## config.mk

```make
export PLATFORM = sky130hd
export DESIGN_NAME = position_reference_generator
export DESIGN_NICKNAME = d
export VERILOG_FILES = /design/src/logic/posref_pkg.sv /design/src/logic/pin_sync.sv /design/src/logic/position_reference_generator.sv
export SDC_FILE = /design/constraint.sdc
export NUM_CORES = 2
export LEC_CHECK = 0
export BUFFER_PORTS_ARGS = -buffer_cell sky130_fd_sc_hd__buf_2
export CORE_ASPECT_RATIO = 1.1
export CORE_MARGIN = 2
export CORE_UTILIZATION = 55
export CTS_CLUSTER_SIZE = 16
export DETAILED_ROUTE_END_ITERATION = 10
export PLACE_DENSITY = 0.68
export SYNTH_ARGS = -nofsm -noshare
export SYNTH_HDL_FRONTEND = slang
export SYNTH_HIERARCHICAL = 1
export SYNTH_SLANG_ARGS = --single-unit
```

## constraint.sdc

```tcl
create_clock -name mclk -period 19.5 [get_ports mclk]
set_clock_uncertainty 0.05 [all_clocks]
set_input_delay 3.9 -clock mclk [delete_from_list [all_inputs] [get_ports mclk]]
set_output_delay 3.9 -clock mclk [all_outputs]
set_load 0.02 [all_outputs]
```

## src/logic/posref_pkg.sv

```systemverilog
// Constants, register map and state types for the position reference generator.
package posref_pkg;

    localparam logic [7:0] ADDR_RAMP_ACCELERATION = 8'h1d;
    localparam logic [7:0] ADDR_CMD_TYPE = 8'h34;
    localparam logic [7:0] ADDR_BIAS_HI = 8'h48;
    localparam logic [7:0] ADDR_BIAS_LO = 8'h49;
    localparam logic [7:0] ADDR_TGT_HI = 8'h4a;
    localparam logic [7:0] ADDR_TGT_LO = 8'h4b;
    localparam logic [7:0] ADDR_SLOPE = 8'h4c;
    localparam logic [7:0] ADDR_STEP_CODE = 8'h50;
    localparam logic [7:0] ADDR_MEAS_HI = 8'h5f;
    localparam logic [7:0] ADDR_MEAS_LO = 8'h60;
    localparam logic [7:0] ADDR_UPDATE = 8'h76;

    localparam logic [15:0] RST_ZERO = 16'h0000;
    localparam logic [4:0] RST_RAMP_ACCELERATION = 5'h01;
    localparam logic [15:0] RST_SLOPE = 16'h0064;
    localparam logic [15:0] RST_STEP_CODE = 16'h0004;
    localparam logic [15:0] UPDATE_KEY = 16'h0000;
    localparam logic [3:0] STRAP_CODE_BASE = 4'h4;

    localparam int CLK_PERIOD_NS = 40;
    localparam int TICK_PERIOD_NS = 100000;
    localparam int TICK_CYCLES = (TICK_PERIOD_NS + CLK_PERIOD_NS - 1) / CLK_PERIOD_NS;
    localparam logic [11:0] TICK_LAST = 12'(TICK_CYCLES - 1);

    // An acceleration step of 1 equals one eighth of a position LSB per tick per tick.
    localparam int FRAC_BITS = 3;
    localparam int POS_W = 32 + FRAC_BITS;
    localparam int SPD_W = 16 + FRAC_BITS;

    typedef enum logic [3:0] {
        GEN_IDLE = 4'b0001,
        GEN_ACCEL = 4'b0010,
        GEN_CRUISE = 4'b0100,
        GEN_BRAKE = 4'b1000
    } gen_mode_t;

    typedef struct packed {
        logic wr;
        logic rd;
        logic [7:0] addr;
        logic [15:0] wdata;
    } reg_req_t;

    typedef struct packed {
        logic [11:0] tick_cnt;
        logic tick;
        logic step_prev;
        logic [4:0] ramp_acceleration;
        logic cmd_incremental;
        logic [31:0] bias;
        logic [31:0] cmd;
        logic [15:0] slope;
        logic [15:0] step_code;
        logic [31:0] target;
        logic [POS_W-1:0] pos;
        logic [SPD_W-1:0] spd;
        logic dir_neg;
        gen_mode_t mode;
        logic [15:0] rdata;
        logic rvalid;
    } gen_state_t;

endpackage

```

## src/logic/pin_sync.sv

```systemverilog
// Two-stage synchroniser for asynchronous pin levels.
`timescale 1ns/10ps
module pin_sync #(
    parameter int W = 1
) (
    input wire logic mclk,
    input wire logic rst,
    input wire logic [W-1:0] pins,
    output logic [W-1:0] pins_sync
);
    logic [W-1:0] meta_r;

    // The first stage feeds only the second stage to contain metastability.
    always_ff @(posedge mclk) begin
        if (rst) begin
            meta_r <= '0;
            pins_sync <= '0;
        end else begin
            meta_r <= pins;
            pins_sync <= meta_r;
        end
    end
endmodule // pin_sync

```

## src/logic/position_reference_generator.sv

```systemverilog
// Position-mode reference generator with register and step/direction command paths.
`timescale 1ns/10ps

module position_reference_generator
    import posref_pkg::*;
(
    input wire logic mclk,
    input wire logic rst,
    input reg_req_t reg_req,
    output logic [15:0] reg_rdata,
    output logic reg_rvalid,
    input wire logic [31:0] measured_position,
    input wire logic step_input,
    input wire logic dir_input,
    input wire logic pulse_mode_select,
    input wire logic resolution_from_straps,
    input wire logic resolution_strap_0,
    input wire logic resolution_strap_1,
    input wire logic resolution_strap_2,
    output logic [31:0] position_reference,
    output logic [15:0] reference_speed,
    output logic reference_dir_neg,
    output logic tick_pulse,
    output logic in_motion
);
    gen_state_t st_r;
    gen_state_t st_nxt;
    logic [5:0] pins_s;
    logic step_s;
    logic dir_s;
    logic pulse_mode_s;
    logic strap_sel_s;
    logic [2:0] straps_s;
    logic [3:0] eff_code;
    logic [31:0] step_incr;
    logic step_rise;
    logic upd_write;
    logic [POS_W-1:0] err;
    logic [POS_W-1:0] mag_err;
    logic err_neg;
    logic [SPD_W-1:0] accel;
    logic [SPD_W-1:0] limit;
    logic [47:0] stop_need;
    logic [47:0] stop_room;
    logic short_room;

    pin_sync #(.W(6)) u_sync (
        .mclk(mclk),
        .rst(rst),
        .pins({step_input, dir_input, pulse_mode_select, resolution_from_straps,
               resolution_strap_2, resolution_strap_1}),
        .pins_sync(pins_s)
    );

    logic strap0_meta_r;
    logic strap0_s_r;

    always_ff @(posedge mclk) begin
        if (rst) begin
            strap0_meta_r <= 1'b0;
            strap0_s_r <= 1'b0;
        end else begin
            strap0_meta_r <= resolution_strap_0;
            strap0_s_r <= strap0_meta_r;
        end
    end

    assign step_s = pins_s[5];
    assign dir_s = pins_s[4];
    assign pulse_mode_s = pins_s[3];
    assign strap_sel_s = pins_s[2];
    assign straps_s = {pins_s[1:0], strap0_s_r};

    // Straps are read continuously so a board can rework them without a reset.
    assign eff_code = strap_sel_s ? ({1'b0, straps_s} + STRAP_CODE_BASE)
                                  : st_r.step_code[3:0];
    assign step_incr = 32'h0000_0001 << eff_code;
    assign step_rise = pulse_mode_s && step_s && !st_r.step_prev;
    assign upd_write = reg_req.wr && reg_req.addr == ADDR_UPDATE
                       && reg_req.wdata == UPDATE_KEY;

    assign err = {st_r.target, {FRAC_BITS{1'b0}}} - st_r.pos;
    assign err_neg = err[POS_W-1];
    assign mag_err = err_neg ? (~err + 1'b1) : err;
    // A zero acceleration field would stall the ramp forever, so it acts as 1.
    assign accel = (st_r.ramp_acceleration == 5'h00) ? SPD_W'(1) : SPD_W'(st_r.ramp_acceleration);
    assign limit = {st_r.slope, {FRAC_BITS{1'b0}}};
    // Distance to stop is v(v+a)/2a; cross-multiplied to avoid a divider.
    assign stop_need = 48'(st_r.spd) * 48'({1'b0, st_r.spd} + {1'b0, accel});
    assign stop_room = 48'(accel) * 48'({mag_err, 1'b0});
    assign short_room = stop_need >= stop_room;

    always_comb begin
        logic [SPD_W-1:0] v;
        logic moving_away;
        v = st_r.spd;
        moving_away = (st_r.spd != '0) && (st_r.dir_neg != err_neg);
        st_nxt = st_r;
        st_nxt.tick = 1'b0;
        st_nxt.rvalid = 1'b0;
        st_nxt.step_prev = step_s;
        if (st_r.tick_cnt == TICK_LAST) begin
            st_nxt.tick_cnt = '0;
            st_nxt.tick = 1'b1;
        end else begin
            st_nxt.tick_cnt = st_r.tick_cnt + 12'h001;
        end
        if (reg_req.wr) begin
            case (reg_req.addr)
                ADDR_RAMP_ACCELERATION: st_nxt.ramp_acceleration = reg_req.wdata[4:0];
                ADDR_CMD_TYPE: st_nxt.cmd_incremental = reg_req.wdata[0];
                ADDR_BIAS_HI: st_nxt.bias[31:16] = reg_req.wdata;
                ADDR_BIAS_LO: st_nxt.bias[15:0] = reg_req.wdata;
                ADDR_TGT_HI: st_nxt.cmd[31:16] = reg_req.wdata;
                ADDR_TGT_LO: st_nxt.cmd[15:0] = reg_req.wdata;
                ADDR_SLOPE: st_nxt.slope = reg_req.wdata;
                ADDR_STEP_CODE: st_nxt.step_code = reg_req.wdata;
                default: st_nxt.cmd = st_r.cmd;
            endcase
        end
        if (reg_req.rd) begin
            st_nxt.rvalid = 1'b1;
            case (reg_req.addr)
                ADDR_RAMP_ACCELERATION: st_nxt.rdata = {11'h000, st_r.ramp_acceleration};
                ADDR_CMD_TYPE: st_nxt.rdata = {15'h0000, st_r.cmd_incremental};
                ADDR_BIAS_HI: st_nxt.rdata = st_r.bias[31:16];
                ADDR_BIAS_LO: st_nxt.rdata = st_r.bias[15:0];
                ADDR_TGT_HI: st_nxt.rdata = st_r.cmd[31:16];
                ADDR_TGT_LO: st_nxt.rdata = st_r.cmd[15:0];
                ADDR_SLOPE: st_nxt.rdata = st_r.slope;
                ADDR_STEP_CODE: st_nxt.rdata = st_r.step_code;
                ADDR_MEAS_HI: st_nxt.rdata = measured_position[31:16];
                ADDR_MEAS_LO: st_nxt.rdata = measured_position[15:0];
                default: st_nxt.rdata = 16'h0000;
            endcase
        end
        if (st_r.tick) begin
            case (st_r.mode)
                GEN_IDLE: begin
                    st_nxt.spd = '0;
                end
                GEN_ACCEL, GEN_CRUISE, GEN_BRAKE: begin
                    if (mag_err <= POS_W'(accel) && st_r.spd <= accel) begin
                        // Final approach lands exactly on target at rest.
                        st_nxt.pos = {st_r.target, {FRAC_BITS{1'b0}}};
                        v = '0;
                        st_nxt.mode = GEN_IDLE;
                    end else begin
                        if (moving_away || short_room) begin
                            v = (st_r.spd > accel) ? (st_r.spd - accel) : '0;
                            st_nxt.mode = GEN_BRAKE;
                        end else if ({1'b0, st_r.spd} + {1'b0, accel} <= {1'b0, limit}) begin
                            v = st_r.spd + accel;
                            st_nxt.mode = GEN_ACCEL;
                        end else begin
                            v = limit;
                            st_nxt.mode = GEN_CRUISE;
                        end
                        if (st_r.spd == '0) begin
                            st_nxt.dir_neg = err_neg;
                        end
                        if ((st_r.spd == '0) ? err_neg : st_r.dir_neg) begin
                            st_nxt.pos = st_r.pos - POS_W'(v);
                        end else begin
                            st_nxt.pos = st_r.pos + POS_W'(v);
                        end
                    end
                    st_nxt.spd = v;
                end
                default: st_nxt.mode = GEN_IDLE;
            endcase
        end
        if (upd_write) begin
            if (st_r.cmd_incremental) begin
                st_nxt.target = st_r.target + st_r.cmd;
            end else begin
                st_nxt.target = st_r.cmd + st_r.bias;
            end
            if (st_r.mode == GEN_IDLE) begin
                st_nxt.mode = GEN_ACCEL;
            end
        end else if (step_rise) begin
            if (dir_s) begin
                st_nxt.target = st_r.target + step_incr;
            end else begin
                st_nxt.target = st_r.target - step_incr;
            end
            if (st_r.mode == GEN_IDLE) begin
                st_nxt.mode = GEN_ACCEL;
            end
        end
    end

    always_ff @(posedge mclk) begin
        if (rst) begin
            st_r <= '{tick_cnt: 12'h000, tick: 1'b0, step_prev: 1'b0, ramp_acceleration: RST_RAMP_ACCELERATION,
                      cmd_incremental: 1'b0, bias: {RST_ZERO, RST_ZERO},
                      cmd: {RST_ZERO, RST_ZERO}, slope: RST_SLOPE,
                      step_code: RST_STEP_CODE, target: 32'h0000_0000,
                      pos: '0, spd: '0, dir_neg: 1'b0, mode: GEN_IDLE,
                      rdata: 16'h0000, rvalid: 1'b0};
        end else begin
            st_r <= st_nxt;
        end
    end

    assign reg_rdata = st_r.rdata;
    assign reg_rvalid = st_r.rvalid;
    assign position_reference = st_r.pos[POS_W-1:FRAC_BITS];
    assign reference_speed = st_r.spd[SPD_W-1:FRAC_BITS];
    assign reference_dir_neg = st_r.dir_neg;
    assign tick_pulse = st_r.tick;
    assign in_motion = st_r.mode != GEN_IDLE;
endmodule // position_reference_generator

```

==> impl_metrics.ini <==
[global_route]
antenna_found_initial = 2
grt.overflow.total = 0
first_global_vias = 35100
grt_use_total_pct = 34.6
grt_start_max_net_pins = 79
grt_pass1_wl_mm = 201

[clock_tree]
h-tree-depth = 1
tritoncts = built
root_buffer = clkbuf_16
cts_buffers = 26
cts_resized = 0
cts_setup_buffers = 0
numClockSinks = 238
path_clk_slew_ns = 0.08
ctsHoldBuffers = 0
clockBufferDepth = 3
clk_latency_ns = 0.58

[sta]
setup_viol = 0
period_needed_ns = 17.88
hold_viol_final = 0
clock.fmax_mhz = 55.9
worstMarginPinSlew_ns = 1.22
tns_ns = 0
relSlewSlack_pct = 17.5
min_period_over_period_pct = 91.7
slew_viol_final = 0
timing.final.ws_setup_ns = 1.62
rsz0062_at_grt = false

[detailed_routing]
drtAntennaViolNets = 0
wl_met3_mm = 8.77
viasPerCell = 6.04
drtIter0Drc = 2947
drc_errors = 0
wirelength_met1_mm = 51.3
highest_layer = met5
vias = 35900
wl_met2_mm = 60.8
wl_per_cell_microns = 21.9
drt_first_pass_iters = 7
drt_wl_total_mm = 130

[die]
die_x_microns = 261
rows = 103
dieArea_sq_um = 75000
die_h_microns = 287
start_util_pct = 55.7
core_sq_um = 71900
design.portCount = 135

[yosys]
synth-edff-count = 0
synth_top_area_share_pct = 20.4
synth.area.top_cells = fa_1 (20%), ha_1 (12%), dfxtp_1 (12%), nand2_1 (5.9%), inv_1 (5.5%)
synth_fp_nets = 5926
yosys_warnings = 6
synth.avg_cell_area_sq_um = 7.92
postSynthCellCount = 5056
synth.most_common_cell = nand2_1
synth_cell_types = 117
synth_async_sr_flop_share_pct = 0
synth.top_cells.by_count = nand2_1 (625), inv_1 (585), fa_1 (409)
syn_area_sq_um = 40100
synth_seq_cells = 238
ys_seq_area_share_pct = 11.9
yosysTopAreaCell = fa_1
yosys_most_used_dff = dfxtp_1

[worst_setup_path]
reg2reg_slack_ns = 1.62
cp.required_ns = 19.97
slowest_stage = fa_1
rr_worst_depth = 70
reg2reg_from = st_r[23]
worst-path-max-fanout = 59
r2r_end = position_reference[31]
crit_type = register to register
cp-end-kind = register
cp-start-kind = register
crit_top_cell = nor2_1
crit_arrival_ns = 18.35
critical_path.max_stage_delay_ns = 0.72

[placement]
gp_congestion = 1.01
portBuffers = 134
place_worst_setup_slack_ns = 1.85
place_hpwl_mm = 103

[outcome]
outcome = finished, final reports clean

[finish]
area_growth_pct = 4.90
fill_cells = 6746
drive_above_1_share_pct = 7.85
antenna_cells = 0
nets = 5854
final_core_util_pct = 58.4

[power]
peakVddDrop_mv = 0.0682
power.density_cell_area_nw_per_um2 = 39.0
p_leak_uw = 0.0201

[flow_run]
cap_violations = 0

[worst_hold_path]
hold_class = register to register
min_path_cells = 1
holdPathEnd = u_sync/pins_sync[4]
min-delay-start = u_sync/meta_r[4]
## layout by cell type (no fill, tap or decap), types with 144 or more instances in the layout
cell	n
xnor2_1	144
dfxtp_1	238
nor2_1	383
nand2_1	625
ha_1	394
o21ai_0	177
fa_1	409
inv_1	585
a21oi_1	339
nor2b_1	159
## layout make-up
type                       instances  area (sq um)  area share, %
multi-input combinational       3918         31700           75.4
sequential                       238          4760           11.3
inverter                         599          2250           5.35
tap                              945          1180           2.81
timing repair buffer             201          1180           2.81
clock buffer                      32           693           1.65
clock inverter                    16           272          0.646
## cell families (layout without fill, tap and decap cells)
group	Yosys count	after routing	synth area share [%]
multiplexers	111	111	2.96
AO/OA/AOI/OAI	1050	1050	17.2
flip-flops	238	238	11.9
AND/OR/NAND/NOR	1711	1711	20.6
buffers and inverters	900	848	9.27
XOR/XNOR	243	243	5.31
adder cells (fa/ha/maj)	803	803	32.8
## through the flow
stage / hold slack, ns / cells / cell area, sq um / power, uW
6_report: 0.386 / 5949 / 42000 / 1640
5_1_grt: 0.389 / 5949 / 42000 / 1710
4_1_cts: 0.390 / 5949 / 42000 / 1640
3_5_place_dp: 0.375 / 5901 / 41000 / 1070
3_3_place_gp: 0.373 / 5901 / 41000 / 1060
2_1_floorplan: 0.364 / 5056 / 40100 / 911
## power by group
part	switching (uW)	internal (uW)
Clock	235	336
Combinational	365	208
Sequential	3.98	489
Total	605	1030
## state kept, by name (all words and copies together) (netlist names), 6 cells and up
register,cells
limit,16
position_reference,32
reference_speed,16
reg_rdata,16
u_sync/meta_r,6
u_sync/pins_sync,6
st_r,141
## critical path, delay by kind of cell, from the launching register on
family,cells,cell delay (ns)
AO/OA/AOI/OAI,29,5.95
multiplexers,2,0.32
XOR/XNOR,3,0.47
buffers and inverters,7,2.01
flip-flops,1,0.59
AND/OR/NAND/NOR,17,2.89
adder cells (fa/ha/maj),12,5.54
## layer usage
layer  vias to the layer above  track usage (%)
met5                         -                0
met4                         2             20.5
met3                       393             4.58
met2                      1425             57.7
met1                     17300             42.8
li1                      16800                -
## how the worst max path moves through the flow
stage / from / to / slack (ns) / cells after the start
after detailed placement: st_r[23] / position_reference[31] / 1.85 / 70
after floorplan: st_r[209] / position_reference[31] / 3.76 / 78
final: st_r[23] / position_reference[31] / 1.62 / 70
after global placement: st_r[23] / position_reference[31] / 2.47 / 70
after global routing: st_r[23] / position_reference[31] / 0.54 / 70
after CTS: st_r[23] / position_reference[31] / 1.83 / 70
Note: power is estimated with default switching activity, not from simulation.
